### src/hdl/acio_defines.vh
// Overview of operation
// - Direction register write-only, reads return filler
// - Direction clears on reset, hardware standby
// - Standby address pins hold or float
// - Modes 1,4,5: all pins address outputs
// - Modes 2,6: direction picks address/input
// - Modes 3,7: direction picks data/input
// - Output data register read/write, cleared likewise
// - Readback register read-only, writes ignored
// - Readback: data bit if output, pin otherwise
// - Readback tracks pins, frozen in software standby unless in hardware standby
// - Pull-up control read/write, cleared likewise
// - Pull-up when input and control bit set
// - Registers decoded on low sixteen index bits
// - Modes 1,4,5: pull-ups always off
`ifndef ACIO_DEFINES_VH
`define ACIO_DEFINES_VH

// ----------------------------------------------------------------------
// Register indices (byte address is four times the index)
// ----------------------------------------------------------------------
`define ACIO_IDX_DIR 16'hfebb
`define ACIO_IDX_READBACK 16'hff5b
`define ACIO_IDX_DATA 16'hff6b
`define ACIO_IDX_PULLUP 16'hff72
`define ACIO_IDX_STBY 16'hff74
`define ACIO_IDX_LSB 2
`define ACIO_IDX_MSB 17

// ----------------------------------------------------------------------
// Reset values, fields and fixed read values
// ----------------------------------------------------------------------
`define ACIO_REG_RESET 8'h00
`define ACIO_STBY_RESET 1'b0
`define ACIO_HOLD_BIT 0
`define ACIO_DIR_READ 8'hff
`define ACIO_DATA_LANE 0

// ----------------------------------------------------------------------
// Bus responses
// ----------------------------------------------------------------------
`define ACIO_RESP_OKAY 2'b00
`define ACIO_RESP_DECERR 2'b11

// ----------------------------------------------------------------------
// Operating modes
// ----------------------------------------------------------------------
`define ACIO_MODE_1 3'h1
`define ACIO_MODE_2 3'h2
`define ACIO_MODE_3 3'h3
`define ACIO_MODE_4 3'h4
`define ACIO_MODE_5 3'h5
`define ACIO_MODE_6 3'h6
`define ACIO_MODE_7 3'h7

`endif

### src/hdl/acio_port.v
// Register access over AXI4-Lite was chosen for this implementation.
`timescale 1ns/1ps
`default_nettype none
`include "acio_defines.vh"
module acio_port #(
    parameter PINS = 8,
    parameter ADDR_W = 18
) (
    input wire aclk,
    input wire aresetn,
    // Chip operating mode and power state
    input wire [2:0] mode,
    input wire hw_standby,
    input wire manual_reset,
    input wire sw_standby,
    // Address value from the external bus controller
    input wire [PINS-1:0] addr_bus,
    // Pins
    input wire [PINS-1:0] pin_in,
    output wire [PINS-1:0] pin_out,
    output wire [PINS-1:0] pin_oe,
    output wire [PINS-1:0] pullup_en,
    // AXI4-Lite write address
    input wire [ADDR_W-1:0] s_axi_awaddr,
    input wire [2:0] s_axi_awprot,
    input wire s_axi_awvalid,
    output wire s_axi_awready,
    // AXI4-Lite write data
    input wire [31:0] s_axi_wdata,
    input wire [3:0] s_axi_wstrb,
    input wire s_axi_wvalid,
    output wire s_axi_wready,
    // AXI4-Lite write response
    output wire [1:0] s_axi_bresp,
    output wire s_axi_bvalid,
    input wire s_axi_bready,
    // AXI4-Lite read address
    input wire [ADDR_W-1:0] s_axi_araddr,
    input wire [2:0] s_axi_arprot,
    input wire s_axi_arvalid,
    output wire s_axi_arready,
    // AXI4-Lite read data
    output wire [31:0] s_axi_rdata,
    output wire [1:0] s_axi_rresp,
    output wire s_axi_rvalid,
    input wire s_axi_rready
);

    // ------------------------------------------------------------------
    // Declarations
    // ------------------------------------------------------------------
    reg [PINS-1:0] pin_direction_q;
    reg [PINS-1:0] output_data_q;
    reg [PINS-1:0] pullup_control_q;
    reg standby_output_hold_enable_q;
    reg [PINS-1:0] readback_q;
    reg [PINS-1:0] readback_d;
    reg [PINS-1:0] addr_hold_q;
    reg sw_standby_q;

    reg aw_full_q;
    reg [15:0] aw_idx_q;
    reg w_full_q;
    reg [PINS-1:0] w_data_q;
    reg w_lane_q;
    reg bvalid_q;
    reg [1:0] bresp_q;
    reg rvalid_q;
    reg [31:0] rdata_q;
    reg [1:0] rresp_q;

    reg [31:0] rd_word;
    reg rd_hit;
    reg wr_hit;

    reg cls_fixed;
    reg cls_sel;
    reg cls_gpio;
    reg pu_allowed;

    wire [PINS-1:0] pin_sync;
    wire [PINS-1:0] addr_src;
    wire wr_fire;
    wire rd_fire;
    wire retain;
    wire [15:0] ar_idx;

    // ------------------------------------------------------------------
    // Power state
    // ------------------------------------------------------------------

    // Manual reset and software standby freeze the readback register, except during hardware standby
    assign retain = manual_reset | sw_standby;

    // Delayed standby flag, keeps the held address one cycle past standby exit
    always @(posedge aclk)
    begin
        if (!aresetn)
        begin
            sw_standby_q <= 1'b0;
        end
        else
        begin
            sw_standby_q <= sw_standby;
        end
    end

    // Address latched while running, frozen once standby is entered
    always @(posedge aclk)
    begin
        if (!aresetn)
        begin
            addr_hold_q <= {PINS{1'b0}};
        end
        else if (!sw_standby)
        begin
            addr_hold_q <= addr_bus;
        end
    end

    // Live address while running, held value during standby
    assign addr_src = (sw_standby | sw_standby_q) ? addr_hold_q : addr_bus;

    // ------------------------------------------------------------------
    // Mode decode
    // ------------------------------------------------------------------

    // Classify the operating mode for all pins
    always @*
    begin
        cls_fixed = 1'b0;
        cls_sel = 1'b0;
        cls_gpio = 1'b0;
        pu_allowed = 1'b0;
        case (mode)
            `ACIO_MODE_1, `ACIO_MODE_4, `ACIO_MODE_5:
            begin
                cls_fixed = 1'b1;
            end
            `ACIO_MODE_2, `ACIO_MODE_6:
            begin
                cls_sel = 1'b1;
                pu_allowed = 1'b1;
            end
            `ACIO_MODE_3, `ACIO_MODE_7:
            begin
                cls_gpio = 1'b1;
                pu_allowed = 1'b1;
            end
            default:
            begin
                cls_gpio = 1'b0; // Unused mode: every pin an input
            end
        endcase
    end

    // ------------------------------------------------------------------
    // Pin cells
    // ------------------------------------------------------------------

    // One steering cell per pin
    genvar gi;
    generate
        for (gi = 0; gi < PINS; gi = gi + 1)
        begin : g_pin
            acio_pin_cell u_cell (
                .aclk(aclk),
                .aresetn(aresetn),
                .cls_fixed(cls_fixed),
                .cls_sel(cls_sel),
                .cls_gpio(cls_gpio),
                .pu_allowed(pu_allowed),
                .dir_bit(pin_direction_q[gi]),
                .data_bit(output_data_q[gi]),
                .pullup_bit(pullup_control_q[gi]),
                .addr_bit(addr_src[gi]),
                .sw_standby(sw_standby),
                .hold_en(standby_output_hold_enable_q),
                .hw_standby(hw_standby),
                .pin_out(pin_out[gi]),
                .pin_oe(pin_oe[gi]),
                .pullup_en(pullup_en[gi])
            );
        end
    endgenerate

    // Pin levels brought into the clock domain
    acio_sync #(
        .WIDTH(PINS)
    ) u_sync (
        .aclk(aclk),
        .aresetn(aresetn),
        .async_in(pin_in),
        .sync_out(pin_sync)
    );

    // ------------------------------------------------------------------
    // Readback
    // ------------------------------------------------------------------

    // Per bit: output data if an output, sampled pin otherwise
    always @*
    begin
        readback_d = (pin_direction_q & output_data_q)
            | (~pin_direction_q & pin_sync);
    end

    // Tracks the pins, frozen through manual reset and software standby except in hardware standby
    always @(posedge aclk)
    begin
        if (!aresetn)
        begin
            readback_q <= {PINS{1'b0}};
        end
        else if (hw_standby || !retain)
        begin
            readback_q <= readback_d;
        end
    end

    // ------------------------------------------------------------------
    // AXI4-Lite write path
    // ------------------------------------------------------------------

    assign s_axi_awready = !aw_full_q && !bvalid_q;
    assign s_axi_wready = !w_full_q && !bvalid_q;
    assign wr_fire = aw_full_q && w_full_q && !bvalid_q;

    // Address and data latched independently, in either order
    always @(posedge aclk)
    begin
        if (!aresetn)
        begin
            aw_full_q <= 1'b0;
            aw_idx_q <= 16'h0000;
            w_full_q <= 1'b0;
            w_data_q <= {PINS{1'b0}};
            w_lane_q <= 1'b0;
        end
        else
        begin
            if (s_axi_awvalid && s_axi_awready)
            begin
                aw_full_q <= 1'b1;
                aw_idx_q <= s_axi_awaddr[`ACIO_IDX_MSB:`ACIO_IDX_LSB];
            end
            else if (wr_fire)
            begin
                aw_full_q <= 1'b0;
            end
            if (s_axi_wvalid && s_axi_wready)
            begin
                w_full_q <= 1'b1;
                w_data_q <= s_axi_wdata[PINS-1:0];
                w_lane_q <= s_axi_wstrb[`ACIO_DATA_LANE];
            end
            else if (wr_fire)
            begin
                w_full_q <= 1'b0;
            end
        end
    end

    // Write decode; readback index accepted but stores nothing
    always @*
    begin
        case (aw_idx_q)
            `ACIO_IDX_DIR, `ACIO_IDX_DATA, `ACIO_IDX_PULLUP,
            `ACIO_IDX_STBY, `ACIO_IDX_READBACK:
            begin
                wr_hit = 1'b1;
            end
            default:
            begin
                wr_hit = 1'b0;
            end
        endcase
    end

    // Control registers: cleared by reset and hardware standby
    always @(posedge aclk)
    begin
        if (!aresetn || hw_standby)
        begin
            pin_direction_q <= `ACIO_REG_RESET;
            output_data_q <= `ACIO_REG_RESET;
            pullup_control_q <= `ACIO_REG_RESET;
            standby_output_hold_enable_q <= `ACIO_STBY_RESET;
        end
        else if (wr_fire && w_lane_q && !manual_reset)
        begin
            case (aw_idx_q)
                `ACIO_IDX_DIR:
                begin
                    pin_direction_q <= w_data_q;
                end
                `ACIO_IDX_DATA:
                begin
                    output_data_q <= w_data_q;
                end
                `ACIO_IDX_PULLUP:
                begin
                    pullup_control_q <= w_data_q;
                end
                `ACIO_IDX_STBY:
                begin
                    standby_output_hold_enable_q <=
                        w_data_q[`ACIO_HOLD_BIT];
                end
                default:
                begin
                    pin_direction_q <= pin_direction_q;
                end
            endcase
        end
    end

    // Write response
    always @(posedge aclk)
    begin
        if (!aresetn)
        begin
            bvalid_q <= 1'b0;
            bresp_q <= `ACIO_RESP_OKAY;
        end
        else if (wr_fire)
        begin
            bvalid_q <= 1'b1;
            bresp_q <= wr_hit ? `ACIO_RESP_OKAY : `ACIO_RESP_DECERR;
        end
        else if (s_axi_bready)
        begin
            bvalid_q <= 1'b0;
        end
    end

    assign s_axi_bvalid = bvalid_q;
    assign s_axi_bresp = bresp_q;

    // ------------------------------------------------------------------
    // AXI4-Lite read path
    // ------------------------------------------------------------------

    assign s_axi_arready = !rvalid_q;
    assign rd_fire = s_axi_arvalid && !rvalid_q;
    assign ar_idx = s_axi_araddr[`ACIO_IDX_MSB:`ACIO_IDX_LSB];

    // Read decode
    always @*
    begin
        rd_word = 32'h0000_0000;
        rd_hit = 1'b1;
        case (ar_idx)
            `ACIO_IDX_DIR:
            begin
                rd_word[PINS-1:0] = `ACIO_DIR_READ;
            end
            `ACIO_IDX_READBACK:
            begin
                rd_word[PINS-1:0] = readback_q;
            end
            `ACIO_IDX_DATA:
            begin
                rd_word[PINS-1:0] = output_data_q;
            end
            `ACIO_IDX_PULLUP:
            begin
                rd_word[PINS-1:0] = pullup_control_q;
            end
            `ACIO_IDX_STBY:
            begin
                rd_word[`ACIO_HOLD_BIT] = standby_output_hold_enable_q;
            end
            default:
            begin
                rd_hit = 1'b0;
            end
        endcase
    end

    // Read data captured at address handshake, held until taken
    always @(posedge aclk)
    begin
        if (!aresetn)
        begin
            rvalid_q <= 1'b0;
            rdata_q <= 32'h0000_0000;
            rresp_q <= `ACIO_RESP_OKAY;
        end
        else if (rd_fire)
        begin
            rvalid_q <= 1'b1;
            rdata_q <= rd_word;
            rresp_q <= rd_hit ? `ACIO_RESP_OKAY : `ACIO_RESP_DECERR;
        end
        else if (s_axi_rready)
        begin
            rvalid_q <= 1'b0;
        end
    end

    assign s_axi_rvalid = rvalid_q;
    assign s_axi_rdata = rdata_q;
    assign s_axi_rresp = rresp_q;

endmodule
`default_nettype wire

### src/hdl/acio_sync.v
`timescale 1ns/1ps
`default_nettype none
module acio_sync #(
    parameter WIDTH = 8
) (
    input wire aclk,
    input wire aresetn,
    input wire [WIDTH-1:0] async_in,
    output wire [WIDTH-1:0] sync_out
);

    reg [WIDTH-1:0] meta_q;
    reg [WIDTH-1:0] sync_q;

    // Two-stage synchroniser; first stage read only by the second
    always @(posedge aclk)
    begin
        if (!aresetn)
        begin
            meta_q <= {WIDTH{1'b0}};
            sync_q <= {WIDTH{1'b0}};
        end
        else
        begin
            meta_q <= async_in;
            sync_q <= meta_q;
        end
    end

    assign sync_out = sync_q;

endmodule
`default_nettype wire

### src/hdl/acio_pin_cell.v
`timescale 1ns/1ps
`default_nettype none
module acio_pin_cell (
    input wire aclk,
    input wire aresetn,
    input wire cls_fixed,
    input wire cls_sel,
    input wire cls_gpio,
    input wire pu_allowed,
    input wire dir_bit,
    input wire data_bit,
    input wire pullup_bit,
    input wire addr_bit,
    input wire sw_standby,
    input wire hold_en,
    input wire hw_standby,
    output reg pin_out,
    output reg pin_oe,
    output reg pullup_en
);

    reg is_addr;
    reg is_gpio;
    reg oe_d;
    reg out_d;
    reg pu_d;

    // Pin function from mode class and register bits
    always @*
    begin
        is_addr = cls_fixed | (cls_sel & dir_bit);
        is_gpio = cls_gpio & dir_bit;
        out_d = is_addr ? addr_bit : data_bit;
        oe_d = is_addr | is_gpio;
        if (is_addr && sw_standby && !hold_en)
        begin
            oe_d = 1'b0;
        end
        if (hw_standby)
        begin
            oe_d = 1'b0;
        end
        pu_d = pu_allowed & ~dir_bit & pullup_bit & ~hw_standby;
    end

    // Registered pin drive, refreshed every cycle
    always @(posedge aclk)
    begin
        if (!aresetn)
        begin
            pin_out <= 1'b0;
            pin_oe <= 1'b0;
            pullup_en <= 1'b0;
        end
        else
        begin
            pin_out <= out_d;
            pin_oe <= oe_d;
            pullup_en <= pu_d;
        end
    end

endmodule
`default_nettype wire

### config.mk
export PLATFORM = sky130hd
export DESIGN_NAME = acio_port
export DESIGN_NICKNAME = d
export VERILOG_FILES = /design/src/hdl/acio_port.v /design/src/hdl/acio_sync.v /design/src/hdl/acio_pin_cell.v
export VERILOG_INCLUDE_DIRS = /design/src /design/src/hdl
export SDC_FILE = /design/constraint.sdc
export NUM_CORES = 1
export LEC_CHECK = 0
export BUFFER_PORTS_ARGS = -buffer_cell sky130_fd_sc_hd__buf_2
export CAP_MARGIN = 20
export CELL_PAD_IN_SITES_DETAIL_PLACEMENT = 2
export CELL_PAD_IN_SITES_GLOBAL_PLACEMENT = 2
export CORE_MARGIN = 1.5
export CORE_UTILIZATION = 30
export DETAILED_ROUTE_END_ITERATION = 8
export PLACE_DENSITY = 0.91
export SYNTH_ARGS = -nofsm -noshare
export SYNTH_HDL_FRONTEND = slang
export SYNTH_SLANG_ARGS = --single-unit
### constraint.sdc
create_clock -name aclk -period 1.9 [get_ports aclk]
set_input_delay 0.38 -clock aclk [delete_from_list [all_inputs] [get_ports aclk]]
set_output_delay 0.38 -clock aclk [all_outputs]
set_load 0.05 [all_outputs]
# After elaboration in Yosys (flattened, before gate mapping)

Cells that the tools add are included.
W data, S select, Z words.

Word-level logic and storage cells: 215
Input bits: 107
Output and inout port bits: 65
Register bits: 123

Equal/unequal tests: 17
Bitwise gates (word level): 72
Reductions and logical operators: 57
Multiplexer cells: 26

Operator list:

| operator               | count |
|---|---|
| $eq A16 B16 Y1 const B | 10 |
| $and A1 B1 Y1          | 40 |
| $pmux W7 S4            | 1 |
| $reduce_or A3 Y1       | 9 |
| $logic_and A1 B1 Y1    | 25 |
| $mux W1                | 21 |
| $or A1 B1 Y1           | 18 |
| $and A8 B8 Y8          | 2 |
| $eq A3 B3 Y1 const B   | 4 |
| $not A1 Y1             | 10 |
| $reduce_or A5 Y1       | 2 |
| $logic_not A1 Y1       | 8 |
| $mux W8                | 1 |
| $not A8 Y8             | 1 |
| $or A8 B8 Y8           | 1 |
| $reduce_and A2 Y1      | 4 |
| $reduce_bool A2 Y1     | 4 |
| $eq A3 B2 Y1 const B   | 2 |
| $pmux W1 S5            | 1 |
| $mux W2                | 2 |
| $reduce_or A2 Y1       | 2 |
| $reduce_or A4 Y1       | 1 |
| $eq A3 B1 Y1 const B   | 1 |
| $logic_or A1 B1 Y1     | 2 |

# Longest topological paths before layout

Word-level depth: 8
Depth in mapped cells: 6
Gate-level depth less buffers: 5

# Modules after synthesis

Synthesis repeated with hierarchy kept, for this count alone.

Cell total of the unflattened synthesis: 571
Area, all modules: 5465.2 um2

By module, submodules not included:

| module        | sequential area each (um2) | area each (um2) | instances | cells each |
|---|---|---|---|---|
| acio_port     | 1621.6                     | 3827.4          | 1         | 418 |
| acio_pin_cell | 60.1                       | 148.9           | 8         | 15 |
| acio_sync     | 320.3                      | 446.7           | 1         | 33 |

# Least setup slack after synthesis

No wires, ideal clock.

Path type: reg-to-reg
Start point: register bvalid_q (netlist: s_axi_bvalid)
End point: register aw_idx_q[6]
Buffers on the path: 2
Arrival: 2095 ps
Setup time: 76 ps
Setup slack: -271 ps
Clock period less this slack: 2171 ps
Cell stages (with the launch flop): 7
Required time: 1824 ps
Path through: dfxtp_1 nor2_1 and2_1 clkbuf_1 buf_2 nand2_1 a21boi_0

Cells in the longest elaborated chain, start to end: 3

RTL lines:

| what                     | line            | RTL |
|---|---|---|
| start: declaration       | acio_port.v:66  | `reg bvalid_q;` |
| start signal: assignment | acio_port.v:323 | `bvalid_q <= 1'b0;` |
| start signal: assignment | acio_port.v:328 | `bvalid_q <= 1'b1;` |
| start signal: assignment | acio_port.v:333 | `bvalid_q <= 1'b0;` |
| $logic_not A1 Y1         | acio_port.v:225 | `assign s_axi_awready = !aw_full_q && !bvalid_q;` |
| $logic_and A1 B1 Y1      | acio_port.v:225 |  |
| named net s_axi_awready  | acio_port.v:27  | `output wire s_axi_awready,` |
| $logic_and A1 B1 Y1      | acio_port.v:242 | `if (s_axi_awvalid && s_axi_awready)` |
| end signal: assignment   | acio_port.v:245 | `` aw_idx_q <= s_axi_awaddr[`ACIO_IDX_MSB:`ACIO_IDX_LSB]; `` |
| end: declaration         | acio_port.v:62  | `reg [15:0] aw_idx_q;` |

The timed path passes the listed nets, and every way through them passes these cells.
A chain may end at the register's enable or synchronous reset.

# Worst setup path after layout

Start point: register aw_idx_q[7]
End point: register pullup_control_q[7]

Cells in the longest elaborated chain, start to end: 2

RTL lines:

| what                        | line            | RTL |
|---|---|---|
| $eq A16 B16 Y1              | acio_port.v:292 | `case (aw_idx_q)` |
| $reduce_and A2 Y1 (no line) | n/a             |  |
| end signal: assignment      | acio_port.v:287 | `` pullup_control_q <= `ACIO_REG_RESET; `` |
| end signal: assignment      | acio_port.v:303 | `pullup_control_q <= w_data_q;` |
| end: declaration            | acio_port.v:54  | `reg [PINS-1:0] pullup_control_q;` |

No other way between the ends.

==> impl_metrics.toml <==
[clocking]
cts_tree = "done"
clock_latency_ns = 0.42
cts_setup_buffers = 0
clkSinkCount = 121
clockBufferDepth = 2
cts_root_buf = "clkbuf_16"
htreeDepth = 4
cts_buffers = 17
clk_pin_slew_ns = 0.06

[worst_hold_path]
hold_path_depth = 2
hold_path.class = "in2reg"

[placement]
place_ws_ns = -0.01401
portBuffers = 110
routabilityCongestion = 0.8372
placed_cell_area_mm2 = 0.005824
dp_hpwl_mm = 11.87

[grt]
grt_pass1_wl_mm = 25.47
antenna_found_initial = 0
grt_use_met1_pct = 20.05
grt-ovfl-total = 0
busiest_layer = "met2"
grt_pass1_vias = 4737
grt_max_degree = 59
grtUsageMet3_pct = 4.826
track_usage_pct = 18.51
grt_use_met2_pct = 33.22

[floorplanning]
initial_utilization_pct = 30.52
core-area_mm2 = 0.01724
num_rows = 48
die_area_mm2 = 0.01834
die_y_um = 135.4
die_x_um = 135.4
ios = 172

[final_layout]
num_antenna_cells = 0
nNetsFinal = 758
multiInputGateArea_mm2 = 0.002431
final_cell_area_mm2 = 0.006500
num-fill-cells = 1902
post_route_cells_drive_above_1_share_pct = 25.90
area_growth_pct = 23.54
ff_latch_area_mm2 = 0.002422

[sta]
setup_ws_ns = 0.1220
finalMaxSlewViolations = 0
relSlewSlack_pct = 49.59
setup_viol = 0
max_freq_mhz = 562.4
period_needed_ns = 1.778
final.setup_skew_ns = 0.008630
tightestPinTransition_ns = 0.7545
final_hold_viol_count = 0
holdWs_ns = 0.1682
fin_crit_sh_pct = 93.58

[pwr]
powerDensity_mw_per_mm2 = 1082
power_frac_clock_pct = 52.1
power.switching_mw = 1.696
combPwrFrac_pct = 9.4
p_leak_nw = 3.011
p_sw_share_pct = 24.12
irDropWorstVdd_mv = 0.7111
seqPwrFrac_pct = 38.5
total_power_mw = 7.030
internal-power_mw = 5.334

[synth]
synthArstFlopShare_pct = 0
ys_types = 46
synth_top_flop_cell = "dfxtp_1"
yosys_warnings = 0
synth.most_common_cell = "dfxtp_1"
ys_ff_latch = 121
yosys-top-cells-area = "dfxtp_1, mux2i_1, buf_4"
ys_seq_area_share_pct = 46.04
synth_top_area_share_pct = 46.04
synth_area_mm2 = 0.005261
synth_area_leader_cell = "dfxtp_1"
syn_area_per_cell_um2 = 9.429
synth-edff-count = 0
synthCells = 558
yosys-top-cells-count = "dfxtp_1, nand2_1, buf_4"

[routing]
wl_per_cell_um = 18.26
drt_pass1_iterations = 5
first_iter_violations = 133
ant_nets = 0
wl_mm = 16.23
drc_errors = 0
post_drt_via_cell_ratio = 4.724
vias = 4200

[critical_path]
arrival_ns = 2.08
end_kind = "flip-flop"
rr_worst_depth = 5
crit_chain = "nand3b_1 -> nor4_2 -> nand3_4 -> mux2i_1 -> nor2_1"
worst_ep_required_time_ns = 2.20
criticalPathCategory = "reg2reg"
slowest_delay_ns = 0.53
path_max_fanout = 8
cpMaxStageDelayCell = "nor4_2"
startpoint_type = "flip-flop"

[run_status]
status = "completed"

[job]
drv_cap = 0
==> path summary, 6_finish.rpt <==
check / startpoint / slack [ns] / endpoint
max: aw_idx_q[7] / 0.12 / pullup_control_q[7]
min: pin_in[7] / 0.17 / u_sync.meta_q[7]
max reg2reg: aw_idx_q[7] / 0.12 / pullup_control_q[7]
min reg2reg: u_sync.meta_q[5] / 0.43 / u_sync.sync_out[5]
==> state kept, by name, indices dropped and copies added, names as in the netlist, 8 cells and up <==
register                count
u_sync.sync_out             8
g_pin.u_cell.pin_oe         8
readback_q                  8
g_pin.u_cell.pin_out        8
addr_hold_q                 8
aw_idx_q                   16
output_data_q               8
pin_direction_q             8
g_pin.u_cell.pullup_en      8
u_sync.meta_q               8
w_data_q                    8
pullup_control_q            8
s_axi_rdata                 8
==> cell usage in the layout, fill, tap and decap left out, drive strengths merged, types with 2 or more instances in the layout <==
cell	count
a21boi	28
a21o	6
a21oi	23
a22o	7
a22oi	3
and2	19
buf	123
bufinv	6
clkbuf	20
clkinv	3
clkinvlp	3
conb	24
dfxtp	121
inv	13
mux2	9
mux2i	49
nand2	74
nand2b	3
nand3	6
nand3b	4
nand4	4
nand4bb	2
nor2	35
nor2b	25
nor3	5
nor3b	10
nor4b	2
o211a	9
o21ai	14
o21bai	2
or3	2
==> final cells by class <==
| type | instances | area share (%) |
|---|---|---|
| clock inverter | 12 | 3.407 |
| inverter | 13 | 0.7507 |
| multi-input combinational | 375 | 37.40 |
| clock buffer | 20 | 6.872 |
| sequential | 121 | 37.27 |
| tap | 225 | 4.331 |
| timing repair buffer | 123 | 9.971 |
==> kinds of logic after synthesis <==
group | synth area share [%]
AOI/OAI and AO/OA | 12.79
buffers and inverters | 9.727
DFF | 46.04
muxes | 11.25
other | 0.07128
and+or+nand+nor | 20.12
==> power by group through the flow <==
| stage | Clock (mW) | Combinational, mW | Sequential, mW |
|---|---|---|---|
| final | 3.66 | 0.662 | 2.71 |
| after global routing | 3.87 | 0.719 | 2.72 |
| after CTS | 3.72 | 0.668 | 2.71 |
| after detailed placement | 0 | 0.661 | 2.76 |
| after global placement | 0 | 0.626 | 2.75 |
| after floorplan | 0 | 0.496 | 2.76 |
==> timing repair <==
item,4_1_cts,5_1_grt
setup endpoints to repair,0,7
gates resized for setup,0,1
hold buffers,0,0
==> worst max-delay path: cells and delay by family, from the launching register on <==
family / cells / cell delay [ns]
flops: 1 / 0.33
mux: 1 / 0.25
simple gates: 4 / 1.08
==> per-stage QoR <==
| step | util (%) | TNS (ns) | std cells |
|---|---|---|---|
| after floorplan | - | 0 | 581 |
| after global placement | 33.79 | 0 | 857 |
| after detailed placement | 33.79 | -0.01401 | 857 |
| after CTS | 37.67 | 0 | 889 |
| after global routing | 37.71 | -0.002084 | 889 |
| final | 37.71 | 0 | 889 |
==> metal layers <==
layer,part of all wire (%),routed length (um),vias to the layer above
met5,0,0,-
met2,51,8275,130
met1,41,6650,2022
met4,3.1,501,0
li1,-,-,2011
met3,5.0,806,37
No activity file was read; power rests on OpenSTA's default activity.
